[src/core/irq_map.svh]
// Register offsets, field positions, reset values and timing counts
`ifndef IRQ_MAP_SVH
`define IRQ_MAP_SVH

`define OUT_CTRL_ADDR     8'h08
`define SRC_ENABLE_ADDR   8'h09
`define SRC_STATUS_ADDR   8'h0A
`define CTRL_RESET        8'h00
`define ENABLE_RESET      8'h00
`define STATUS_RESET      8'h00
`define CTRL_MODE_BIT     7
`define CTRL_POL_BIT      2
`define CTRL_TYPE_BIT     1
`define CTRL_GLOBAL_BIT   0
`define CTRL_WRITE_MASK   8'h87
`define BIT_ERROR         7
`define BIT_LIFT          6
`define BIT_PORT0         2
`define BIT_SAMPLE        1
`define BIT_TOUCH         0
`define CLOCK_MHZ         20
`define PULSE_MIN_US      50
`define PULSE_MAX_US      150
`define PULSE_CYCLES      ((`PULSE_MIN_US * `CLOCK_MHZ + `PULSE_MAX_US * `CLOCK_MHZ) / 2)
`define PORT_RESP_NS      5000
`define PORT_RESP_CYCLES  (`PORT_RESP_NS * `CLOCK_MHZ / 1000)

`endif

[src/core/irq_pkg.sv]
// Types shared by the interrupt controller
package irq_pkg;

   typedef struct packed {
      logic       touch_calc_error;
      logic       touch_lift;
      logic [3:0] port_activity;
      logic       touch_sample_ready;
      logic       touch_detected;
   } irq_events_t;

   typedef struct packed {
      logic       wr;
      logic       rd;
      logic [7:0] addr;
      logic [7:0] wdata;
   } reg_req_t;

   typedef enum logic [1:0] {
      SAMPLE_TIMER,
      SAMPLE_HOST,
      SAMPLE_ACQ
   } acquisition_mode_t;

endpackage : irq_pkg

[src/core/touch_port_irq_controller.sv]
// Interrupt controller for touch and port events with a single pin
`timescale 1ns/1ps
`default_nettype none
`include "irq_map.svh"

module touch_port_irq_controller
   import irq_pkg::*;
#(
   parameter int PULSE_LEN = `PULSE_CYCLES
) (
   input  wire logic              clock,
   input  wire logic              reset_n,
   input  wire reg_req_t          req,
   output logic [7:0]             rdata,
   input  wire irq_events_t       events,
   input  wire logic              touch_invalid,
   input  wire logic              pen_down,
   input  wire logic              sample_data_read,
   input  wire acquisition_mode_t sample_mode,
   output logic                   irq_pin
);

   // ----------------------------------------------------------------
   // Registers
   // ----------------------------------------------------------------
   logic [7:0]  ctrl_r;
   logic [7:0]  enable_r;
   logic [7:0]  status_r;
   logic [7:0]  status_nxt;
   logic [7:0]  shadow;
   logic [7:0]  set_vec;
   logic [7:0]  clr_vec;
   logic        mode_chg;
   logic        rd_status;
   logic        rd_enable;
   logic        pen_mode;
   logic        level_act;
   logic        level_d_r;
   logic        pulse_act;
   logic [15:0] pulse_cnt_r;

   // Port event to pin limit, in clock cycles
   localparam int PORT_RESP = `PORT_RESP_CYCLES;

   assign pen_mode  = ~ctrl_r[`CTRL_MODE_BIT];
   assign rd_status = req.rd && req.addr == `SRC_STATUS_ADDR;
   assign rd_enable = req.rd && req.addr == `SRC_ENABLE_ADDR;
   assign mode_chg  = req.wr && req.addr == `OUT_CTRL_ADDR &&
                      req.wdata[`CTRL_MODE_BIT] != ctrl_r[`CTRL_MODE_BIT];
   // Status visible at the read is the shadow; only its bits are cleared
   assign shadow    = status_r;

   always_ff @(posedge clock or negedge reset_n) begin
      if (!reset_n) begin
         ctrl_r <= `CTRL_RESET;
      end else if (req.wr && req.addr == `OUT_CTRL_ADDR) begin
         ctrl_r <= req.wdata & `CTRL_WRITE_MASK;
      end
   end

   always_ff @(posedge clock or negedge reset_n) begin
      if (!reset_n) begin
         enable_r <= `ENABLE_RESET;
      end else if (req.wr && req.addr == `SRC_ENABLE_ADDR) begin
         enable_r <= req.wdata;
      end
   end

   // ----------------------------------------------------------------
   // Status capture
   // ----------------------------------------------------------------
   always_comb begin
      set_vec = events;
      set_vec[`BIT_ERROR] = events.touch_calc_error | touch_invalid;
      clr_vec = 8'h00;
      if (rd_status || rd_enable) begin
         clr_vec = shadow;
      end
      // Sample-ready waits for the data itself outside acquisition mode
      if (sample_mode != SAMPLE_ACQ) begin
         clr_vec[`BIT_SAMPLE] = 1'b0;
      end
      if (sample_data_read) begin
         clr_vec[`BIT_SAMPLE] = shadow[`BIT_SAMPLE];
      end
      if (pen_mode && pen_down) begin
         clr_vec[`BIT_TOUCH] = 1'b0;
      end
      status_nxt = (status_r & ~clr_vec) | set_vec;
      if (mode_chg) begin
         status_nxt = `STATUS_RESET;
      end
   end

   always_ff @(posedge clock or negedge reset_n) begin
      if (!reset_n) begin
         status_r <= `STATUS_RESET;
      end else begin
         status_r <= status_nxt;
      end
   end

   always_comb begin
      rdata = 8'h00;
      if (req.addr == `OUT_CTRL_ADDR) begin
         rdata = ctrl_r;
      end else if (req.addr == `SRC_ENABLE_ADDR) begin
         rdata = enable_r;
      end else if (req.addr == `SRC_STATUS_ADDR) begin
         rdata = shadow;
      end
   end

   // ----------------------------------------------------------------
   // Pin drive
   // ----------------------------------------------------------------
   always_comb begin
      if (pen_mode) begin
         // Status content is deliberately left out in pen-down mode
         level_act = (pen_down & enable_r[`BIT_TOUCH])
                   | (|(events & enable_r & 8'hFE));
      end else begin
         // Status bits masked by the enables decide the pin
         level_act = |(status_r & enable_r);
      end
      level_act = level_act & ctrl_r[`CTRL_GLOBAL_BIT] & ~mode_chg;
   end

   // Edge pulse: fires on the rise of the level, lasts PULSE_LEN cycles
   always_ff @(posedge clock or negedge reset_n) begin
      if (!reset_n) begin
         level_d_r   <= 1'b0;
         pulse_cnt_r <= 16'h0000;
      end else begin
         level_d_r <= level_act;
         if (mode_chg || !ctrl_r[`CTRL_GLOBAL_BIT]) begin
            pulse_cnt_r <= 16'h0000;
         end else if (level_act && !level_d_r) begin
            pulse_cnt_r <= PULSE_LEN[15:0];
         end else if (pulse_cnt_r != 16'h0000) begin
            pulse_cnt_r <= pulse_cnt_r - 16'h0001;
         end
      end
   end
   // Gated here too: the counter only clears one edge after the cause
   assign pulse_act = (pulse_cnt_r != 16'h0000) &
                      ctrl_r[`CTRL_GLOBAL_BIT] & ~mode_chg;

   always_ff @(posedge clock or negedge reset_n) begin
      if (!reset_n) begin
         irq_pin <= 1'b1;
      end else if (pen_mode || !ctrl_r[`CTRL_TYPE_BIT]) begin
         irq_pin <= level_act ~^ ctrl_r[`CTRL_POL_BIT];
      end else begin
         irq_pin <= pulse_act ~^ ctrl_r[`CTRL_POL_BIT];
      end
   end

   // ----------------------------------------------------------------
   // Checks
   // ----------------------------------------------------------------
   pen_hold_a: assert property (@(posedge clock) disable iff (!reset_n)
      (pen_mode && pen_down && enable_r[0] && ctrl_r[0] && !mode_chg)
      |=> irq_pin == $past(ctrl_r[2]))
      else $error("pin not asserted while pen down");

   normal_level_a: assert property (@(posedge clock) disable iff (!reset_n)
      (!pen_mode && !ctrl_r[1] && ctrl_r[0] && |(status_r & enable_r) &&
       !mode_chg)
      |=> irq_pin == $past(ctrl_r[2]))
      else $error("normal level not asserted");

   mode_clear_a: assert property (@(posedge clock) disable iff (!reset_n)
      mode_chg |=> status_r == 8'h00)
      else $error("status not cleared on mode change");

   global_off_a: assert property (@(posedge clock) disable iff (!reset_n)
      (!ctrl_r[0] && !$past(ctrl_r[0])) |-> irq_pin != ctrl_r[2])
      else $error("pin asserted with global off");

   event_sets_a: assert property (@(posedge clock) disable iff (!reset_n)
      (events.port_activity[0] && !mode_chg) |=> status_r[`BIT_PORT0])
      else $error("event did not set status");

   read_clear_a: assert property (@(posedge clock) disable iff (!reset_n)
      (rd_status && status_r[6] && !events.touch_lift && !mode_chg)
      |=> !status_r[6])
      else $error("read did not clear status");

   edge_pulse_a: assert property (@(posedge clock) disable iff (!reset_n)
      (level_act && !level_d_r && !pen_mode && ctrl_r[1] && ctrl_r[0])
      |=> pulse_cnt_r == PULSE_LEN[15:0])
      else $error("edge pulse not started");

   touch_hold_a: assert property (@(posedge clock) disable iff (!reset_n)
      (pen_mode && pen_down && status_r[0] && !mode_chg) |=> status_r[0])
      else $error("touch bit cleared while pen down");

   touch_read_a: assert property (@(posedge clock) disable iff (!reset_n)
      (pen_mode && pen_down && rd_status && status_r[0] && !mode_chg)
      |=> status_r[0])
      else $error("read cleared touch bit while pen down");

   // ----------------------------------------------------------------
   // Pin checks
   // ----------------------------------------------------------------
   // Pin sense is judged against the polarity in force when it was set, except in port_latency_a
   pen_or_a: assert property (@(posedge clock) disable iff (!reset_n)
      (pen_mode && ctrl_r[0] && !mode_chg && |(events & enable_r & 8'hFE))
      |=> irq_pin == $past(ctrl_r[2]))
      else $error("enabled source not ORed in pen-down mode");

   pen_type_a: assert property (@(posedge clock) disable iff (!reset_n)
      (pen_mode && !level_act) |=> irq_pin != $past(ctrl_r[2]))
      else $error("pulse seen in pen-down mode");

   pen_status_a: assert property (@(posedge clock) disable iff (!reset_n)
      (pen_mode && !pen_down && !(|(events & enable_r & 8'hFE)))
      |=> irq_pin != $past(ctrl_r[2]))
      else $error("status drove pin in pen-down mode");

   pen_global_a: assert property (@(posedge clock) disable iff (!reset_n)
      (pen_mode && pen_down && !ctrl_r[0]) |=> irq_pin != $past(ctrl_r[2]))
      else $error("pen asserted pin with global off");

   pol_sense_a: assert property (@(posedge clock) disable iff (!reset_n)
      (!pen_mode && !ctrl_r[1] && level_act) |=> irq_pin == $past(ctrl_r[2]))
      else $error("pin sense does not follow polarity");

   normal_idle_a: assert property (@(posedge clock) disable iff (!reset_n)
      (!pen_mode && !ctrl_r[1] && !level_act)
      |=> irq_pin != $past(ctrl_r[2]))
      else $error("pin asserted with no enabled status");

   edge_idle_a: assert property (@(posedge clock) disable iff (!reset_n)
      (!pen_mode && ctrl_r[1] && !pulse_act) |=> irq_pin != $past(ctrl_r[2]))
      else $error("edge pin asserted outside pulse");

   edge_global_a: assert property (@(posedge clock) disable iff (!reset_n)
      (!pen_mode && ctrl_r[1] && !ctrl_r[0]) |=> irq_pin != $past(ctrl_r[2]))
      else $error("edge pin asserted with global off");

   pulse_count_a: assert property (@(posedge clock) disable iff (!reset_n)
      (pulse_cnt_r != 16'h0000 && !mode_chg && ctrl_r[0] &&
       !(level_act && !level_d_r))
      |=> pulse_cnt_r == $past(pulse_cnt_r) - 16'h0001)
      else $error("edge pulse length wrong");

   global_pulse_a: assert property (@(posedge clock) disable iff (!reset_n)
      !ctrl_r[0] |=> pulse_cnt_r == 16'h0000)
      else $error("pulse running with global off");

   mode_pulse_a: assert property (@(posedge clock) disable iff (!reset_n)
      mode_chg |=> pulse_cnt_r == 16'h0000)
      else $error("pulse survived mode change");

   mode_pin_a: assert property (@(posedge clock) disable iff (!reset_n)
      mode_chg |=> irq_pin != $past(ctrl_r[2]))
      else $error("pending output survived mode change");

   // Level mode only: an edge pulse may already be running
   port_latency_a: assert property (@(posedge clock) disable iff (!reset_n)
      (events.port_activity[0] && enable_r[`BIT_PORT0] && !pen_mode &&
       !ctrl_r[1] && ctrl_r[0] && !mode_chg)
      |-> ##[1:PORT_RESP] irq_pin == ctrl_r[2])
      else $error("port event too slow to reach pin");

   // ----------------------------------------------------------------
   // Status checks
   // ----------------------------------------------------------------
   write_ignore_a: assert property (@(posedge clock) disable iff (!reset_n)
      (req.wr && !req.rd && req.addr == `SRC_STATUS_ADDR &&
       !sample_data_read)
      |=> status_r == ($past(status_r) | $past(set_vec)))
      else $error("status write had an effect");

   shadow_keep_a: assert property (@(posedge clock) disable iff (!reset_n)
      (rd_status && !mode_chg)
      |=> (status_r & $past(set_vec)) == $past(set_vec))
      else $error("event lost during status read");

   enable_clear_a: assert property (@(posedge clock) disable iff (!reset_n)
      (rd_enable && sample_mode == SAMPLE_ACQ && !pen_mode &&
       set_vec == 8'h00 && !mode_chg)
      |=> status_r == 8'h00)
      else $error("enable read did not clear status");

   error_set_a: assert property (@(posedge clock) disable iff (!reset_n)
      (touch_invalid && !mode_chg) |=> status_r[`BIT_ERROR])
      else $error("invalid touch did not set error");

   lane_order_a: assert property (@(posedge clock) disable iff (!reset_n)
      (events.touch_lift && !mode_chg) |=> status_r[`BIT_LIFT])
      else $error("lift event in wrong bit");

   port3_set_a: assert property (@(posedge clock) disable iff (!reset_n)
      (events.port_activity[3] && !mode_chg) |=> status_r[5])
      else $error("port three event in wrong bit");

   touch_set_a: assert property (@(posedge clock) disable iff (!reset_n)
      (events.touch_detected && !enable_r[0] && !mode_chg)
      |=> status_r[`BIT_TOUCH])
      else $error("disabled source not recorded");

   sample_keep_a: assert property (@(posedge clock) disable iff (!reset_n)
      (sample_mode != SAMPLE_ACQ && !sample_data_read && status_r[1] &&
       !mode_chg)
      |=> status_r[1])
      else $error("sample-ready cleared before data read");

   sample_clear_a: assert property (@(posedge clock) disable iff (!reset_n)
      (sample_data_read && !events.touch_sample_ready && !mode_chg)
      |=> !status_r[`BIT_SAMPLE])
      else $error("data read did not clear sample-ready");

   sticky_a: assert property (@(posedge clock) disable iff (!reset_n)
      (!rd_status && !rd_enable && !sample_data_read && !mode_chg)
      |=> (status_r & $past(status_r)) == $past(status_r))
      else $error("status bit dropped without a clear");

endmodule : touch_port_irq_controller

`default_nettype wire

[config.mk]
export PLATFORM = sky130hd
export DESIGN_NAME = touch_port_irq_controller
export DESIGN_NICKNAME = d
export VERILOG_FILES = /design/src/core/irq_pkg.sv /design/src/core/touch_port_irq_controller.sv
export VERILOG_INCLUDE_DIRS = /design/src /design/src/core
export SDC_FILE = /design/constraint.sdc
export NUM_CORES = 1
export LEC_CHECK = 0
export BUFFER_PORTS_ARGS = -buffer_cell sky130_fd_sc_hd__buf_2
export CAP_MARGIN = 10
export CELL_PAD_IN_SITES_DETAIL_PLACEMENT = 0
export CELL_PAD_IN_SITES_GLOBAL_PLACEMENT = 1
export CORE_MARGIN = 4
export CORE_UTILIZATION = 38
export DETAILED_ROUTE_END_ITERATION = 16
export PLACE_DENSITY = 0.72
export SETUP_SLACK_MARGIN = 0.4
export SYNTH_ARGS = -nofsm -noshare
export SYNTH_HDL_FRONTEND = slang
export SYNTH_SLANG_ARGS = --single-unit
[constraint.sdc]
create_clock -name clock -period 1.75 [get_ports clock]
set_clock_uncertainty 0.2 [all_clocks]
set_input_delay 0.2625 -clock clock [delete_from_list [all_inputs] [get_ports clock]]
set_output_delay 0.2625 -clock clock [all_outputs]
set_load 0.005 [all_outputs]
* After elaboration in Yosys (flattened, before gate mapping)
Index checks and enable logic that the tools add are counted.
W data, S select, Z words.
** Word-level totals
- Register bits after elaboration :: 38
- Bits in latches :: 0
- Bits in writable memories :: 0
- ROM bits :: 0
- Bits of input ports :: 33
- Output and inout bits :: 9
- Logic and storage cells :: 58
- Memories kept :: 0
** Operators by class
- Add/subtract/negate cells :: 1
- Multiply operators :: 0
- Div/mod/pow operators :: 0
- Order comparisons :: 0
- Eq/ne operators :: 5
- Shift-type cells :: 0
- Multiplexer cells :: 13
- Bitwise logic cells :: 16
- Reductions and logical operators :: 17
** Operators with widths (number)
- $mux W16 :: 3
- $mux W8 :: 5
- $and A8 B8 Y8 :: 3
- $eq A8 B4 Y1 const B :: 3
- $reduce_bool A16 Y1 :: 1
- $sub A16 B1 Y16 const B :: 1
- $not A8 Y8 :: 1
- $or A8 B8 Y8 :: 1
- $reduce_or A8 Y1 :: 1
- $logic_and A1 B1 Y1 :: 7
- $reduce_or A7 Y1 :: 1
- $and A1 B1 Y1 :: 5
- $mux W1 :: 5
- $logic_not A1 Y1 :: 3
- $logic_or A1 B1 Y1 :: 3
- $reduce_bool A3 Y1 :: 1
- $ne A2 B2 Y1 const B :: 1
- $not A1 Y1 :: 2
- $or A1 B1 Y1 :: 2
- $xnor A1 B1 Y1 :: 2
- $ne A1 B1 Y1 :: 1

* Longest topological paths before layout
- Depth in word-level cells :: 10
- Depth in mapped cells :: 8
- Mapped depth without buffers :: 7

* Worst setup path before layout
No wires, ideal clock.
- Path kind :: input to register
- Start :: input port req[13] (netlist bit)
- End :: register pulse_cnt_r[6]
- Setup time :: 0.124 ns
- Data arrival time :: 1.724 ns
- Required time :: 1.426 ns
- Setup slack :: -0.298 ns
- Stages :: 6
- Path buffers :: 1
- Cells stage by stage :: or4_1 > or3_1 > buf_6 > o21ai_4 > nor3_2 > or2_1
** On the way
- Longest elaborated chain between the ends :: 8
** RTL lines
- from (decl) :: RTL line touch_port_irq_controller.sv:13 : input wire reg_req_t req,
- $eq A8 B4 Y1 (no line) *
- $logic_and A1 B1 Y1 (no line) *
- $logic_and A1 B1 Y1 * :: RTL line touch_port_irq_controller.sv:48 : assign mode_chg = req.wr && req.addr == `OUT_CTRL_ADDR &&
- $not A1 Y1 :: RTL line touch_port_irq_controller.sv:126 : level_act = level_act & ctrl_r[`CTRL_GLOBAL_BIT] & ~mode_chg;
- $and A1 B1 Y1 :: RTL line touch_port_irq_controller.sv:126
- $logic_and A1 B1 Y1 :: RTL line touch_port_irq_controller.sv:138 : end else if (level_act && !level_d_r) begin
- $mux W16 :: RTL line touch_port_irq_controller.sv:138
- $mux W16 :: RTL line touch_port_irq_controller.sv:136 : if (mode_chg || !ctrl_r[`CTRL_GLOBAL_BIT]) begin
- to (signal assigned) :: RTL line touch_port_irq_controller.sv:139 : pulse_cnt_r <= PULSE_LEN[15:0];
- to (signal assigned) :: RTL line touch_port_irq_controller.sv:141 : pulse_cnt_r <= pulse_cnt_r - 16'h0001;
- to (decl) :: RTL line touch_port_irq_controller.sv:40 : logic [15:0] pulse_cnt_r;
Every way passes the cells marked *; elsewhere a longest branch is shown, timed or not.
A chain may end at the register's enable or synchronous reset.

* Final worst setup path
- Start :: register pulse_cnt_r[7]
- End :: register pulse_cnt_r[12]
** On the way
- Longest elaborated chain between the ends :: 4
** RTL lines
- $sub A16 B1 Y16 :: RTL line touch_port_irq_controller.sv:141
- $mux W16 :: RTL line touch_port_irq_controller.sv:140 : end else if (pulse_cnt_r != 16'h0000) begin
- $mux W16 :: RTL line touch_port_irq_controller.sv:138
- $mux W16 :: RTL line touch_port_irq_controller.sv:136
Parallel ways exist; a longest one is shown, timed or not. The select of a mux whose other input is x is not followed.

==> flow_summary_export.csv <==
group,metric,value,unit
run_status,status,"finished with violations",
run_status,violations,"setup timing",
synth,synth_edf_count,0,
route,drtPass1Iterations,4,
power,ir_drop,0.577,mV
finish,num_antenna_cells,0,
synth,synth-warning-count,0,
floorplan,die_h,80.8,um
synth,synth_top_area_share,0.460,
cts,clk_latency,290,ps
min_path,holdCritStartpoint,"req[4]",
floorplan,core,5110,um^2
timing,period_share,1.11,
synth,synth_flop_cell,"dfrtp_1",
place,hpwl,3990,um
synth,synthCells,197,
timing,finalHoldViolations,0,
floorplan,dieWidth,80.8,um
finish,fin_cells,394,
timing,min_period,1940,ps
place,dp_slack,-369,ps
cts,htree_num_levels,2,
route,drt_iter0_drc,156,
floorplan,pin_count,42,
place,io_buffers,41,
global_routing,grt-ovfl-total,0,
synth,ys_ff_latch,38,
place,numPlacedInstances,366,
finish,fin_nets,358,
worst_setup_path,required,1770,ps
route,drc_errors,0,
place,gp_congestion,0.792,
cts,cts_buffers,5,
power,p_per_area,721,nW/um^2
timing,tightest_slew,496,ps
cts,cts_tree,"yes",
floorplan,dieArea,6530,um^2
worst_setup_path,crit_path_end_kind,"register",
worst_setup_path,rrSetupSlack,-190,ps
worst_setup_path,reg2reg_depth,4,
floorplan,initial_core_util,0.394,
synth,syn_nets,232,
synth,yosysTopAreaCell,"dfrtp_1",
cts,cts.path.max_buffers,2,
timing,grt_setup_unrepaired,"true",
cts,ctsRootBufferMaster,"clkbuf_8",
synth,syn_area_per_cell,10.2,um^2
timing,max_clock_freq,515,MHz
finish,multi_input_area,1310,um^2
route,finalWirelength,6020,um
min_path,hp-class,"input port to register",
finish,final_area,3450,um^2
synth,synthTopCellsByArea,"dfrtp_1 46%, mux2_2 6.1%, nor2_1 5.6%",
worst_setup_path,r2r-start,"pulse_cnt_r[7]",
synth,seq_area_frac_synth,0.473,
synth,async_reset_ff_frac,1.00,
finish,syn2layout_area_growth,71.2,%
global_routing,grt_pass1_wl,9370,um
cts,cts.sinks,38,
worst_setup_path,criticalPathCategory,"register to register",
cts,path_clk_slew,80,ps
finish,fill_cells,409,
route,viasPerCell,5.02,
route,wl_per_cell,15.3,um
global_routing,grt.total_usage,0.187,
power,leakage,1.68,nW
route,drtAntennaViolNets,0,
worst_setup_path,worstPathMaxFanout,2,
timing,setup_viol,20,
finish,ff_latch_area,952,um^2
worst_setup_path,reg2reg_to,"pulse_cnt_r[12]",
timing,slew_headroom,0.669,
run,drv_cap,0,
global_routing,first_global_vias,1961,
timing,maxSlewViolCount,0,
global_routing,grt_max_degree,39,
place,placed_cell_area,2800,um^2
worst_setup_path,startpoint_type,"register",
min_path,hold_path_end,"enable_r[4]",
min_path,min_path_cells,2,
timing,worst_slack,-192,ps
global_routing,antenna_found_initial,0,
route,via_count,1978,
worst_setup_path,worstPathArrival,1960,ps
synth,syn_area,2010,um^2
finish,drive_gt1_frac,0.574,
synth,synth.distinct_cells,48,
floorplan,row_count,26,
-- what timing repair did --
action	4_1_cts	5_1_grt
hold buffers	5	0
pin swaps	33	18
resized for setup	51	29
cloned	0	0
setup endpoints to repair	47	47
hold endpoints to repair	41	0
setup buffers	10	5
-- synth_stat cells, types with 2 or more instances --
cell	instances
o21ai_0	2
or4_1	2
xnor2_1	9
o21bai_1	5
nor2_1	30
a211oi_1	2
mux2_2	11
nor3_1	8
mux2i_1	4
nand2_1	11
nand4_1	3
a222oi_1	2
dfrtp_1	37
or3_1	3
xor2_1	5
a21oi_1	14
nand2b_1	2
nor4_1	2
ha_1	2
a22oi_1	8
inv_1	4
nor2b_1	4
or3b_1	2
-- worst max-delay path, cell delays in order, from the launching register on --
cell,delay (ps)
dfrtp_1,380
or3_4,390
or4_4,420
or3_1,350
a21oi_1,130
-- layout make-up --
class,instances,share of cell area
clock buffer,6,0.0239
clock inverter,2,0.0174
inverter,4,0.00435
multi-input combinational,151,0.381
sequential,38,0.276
tap,70,0.0254
timing repair buffer,123,0.272
-- layer usage --
| metal | global-route usage | wire [um] | vias up |
|---|---|---|---|
| met5 | 0 | 0 | - |
| met4 | 0.0541 | 108 | 0 |
| met3 | 0.0333 | 252 | 10 |
| met2 | 0.294 | 2890 | 47 |
| met1 | 0.264 | 2770 | 959 |
| li1 | - | - | 962 |
-- through the flow --
step | power [mW] | utilization | TNS (ps) | hold slack, ps
2_1_floorplan | 1.18 | - | -3500 | -233
3_3_place_gp | 1.39 | 0.549 | -9750 | 147
3_5_place_dp | 1.39 | 0.549 | -10380 | 151
4_1_cts | 2.42 | 0.643 | -1710 | 0.0887
5_1_grt | 2.61 | 0.675 | -4070 | 5.05
6_report | 2.49 | 0.675 | -2390 | 4.85
-- worst max-delay path by stage --
stage              startpoint         endpoint  slack (ps)
6_report       pulse_cnt_r[7]  pulse_cnt_r[12]        -190
5_1_grt        pulse_cnt_r[2]  pulse_cnt_r[13]        -320
4_1_cts        pulse_cnt_r[7]  pulse_cnt_r[12]        -210
3_5_place_dp          req[13]        ctrl_r[1]        -370
3_3_place_gp          req[13]   pulse_cnt_r[6]        -350
2_1_floorplan          req[8]   pulse_cnt_r[6]        -270
-- power breakdown --
part	total (mW)	internal (mW)	switching, mW	leakage (nW)
Combinational	0.631	0.345	0.286	1.12
Sequential	0.928	0.905	0.0234	0.485
Clock	0.927	0.608	0.319	0.0714
Total	2.49	1.86	0.628	1.68
-- state kept, by name (all words and copies together) (netlist names) --
register,cells
pulse_cnt_r,16
ctrl_r,4
enable_r,8
shadow,8
irq_pin,1
level_d_r,1
-- cells by family (layout without fill, tap and decap cells) --
| kind of cell | Yosys count | in the layout | share of synthesized area |
|---|---|---|---|
| multiplexers | 16 | 16 | 0.0870 |
| adder cells (fa/ha/maj) | 2 | 2 | 0.0124 |
| XOR/XNOR | 14 | 14 | 0.0609 |
| flip-flops | 38 | 38 | 0.473 |
| AO/OA/AOI/OAI | 41 | 41 | 0.143 |
| buffers and inverters | 8 | 135 | 0.0211 |
| AND/OR/NAND/NOR | 78 | 78 | 0.203 |
-- cells in the final DEF, fill, tap and decap left out, types with 3 or more instances in the layout --
| cell | count |
|---|---|
| xor2_1 | 5 |
| mux2_2 | 4 |
| nand2_1 | 7 |
| mux2_4 | 8 |
| nand2_2 | 3 |
| xnor2_1 | 5 |
| mux2i_1 | 4 |
| nor2_4 | 5 |
| nand4_1 | 3 |
| buf_2 | 38 |
| inv_1 | 3 |
| dfrtp_1 | 37 |
| clkbuf_8 | 6 |
| nor3_1 | 5 |
| a21oi_1 | 12 |
| buf_4 | 55 |
| buf_6 | 24 |
| nor2_2 | 8 |
| o21bai_1 | 4 |
| dlygate4sd3_1 | 5 |
| nor2_1 | 18 |
| xnor2_2 | 4 |
| a22oi_1 | 6 |
No activity file was read; power rests on OpenSTA's default activity.
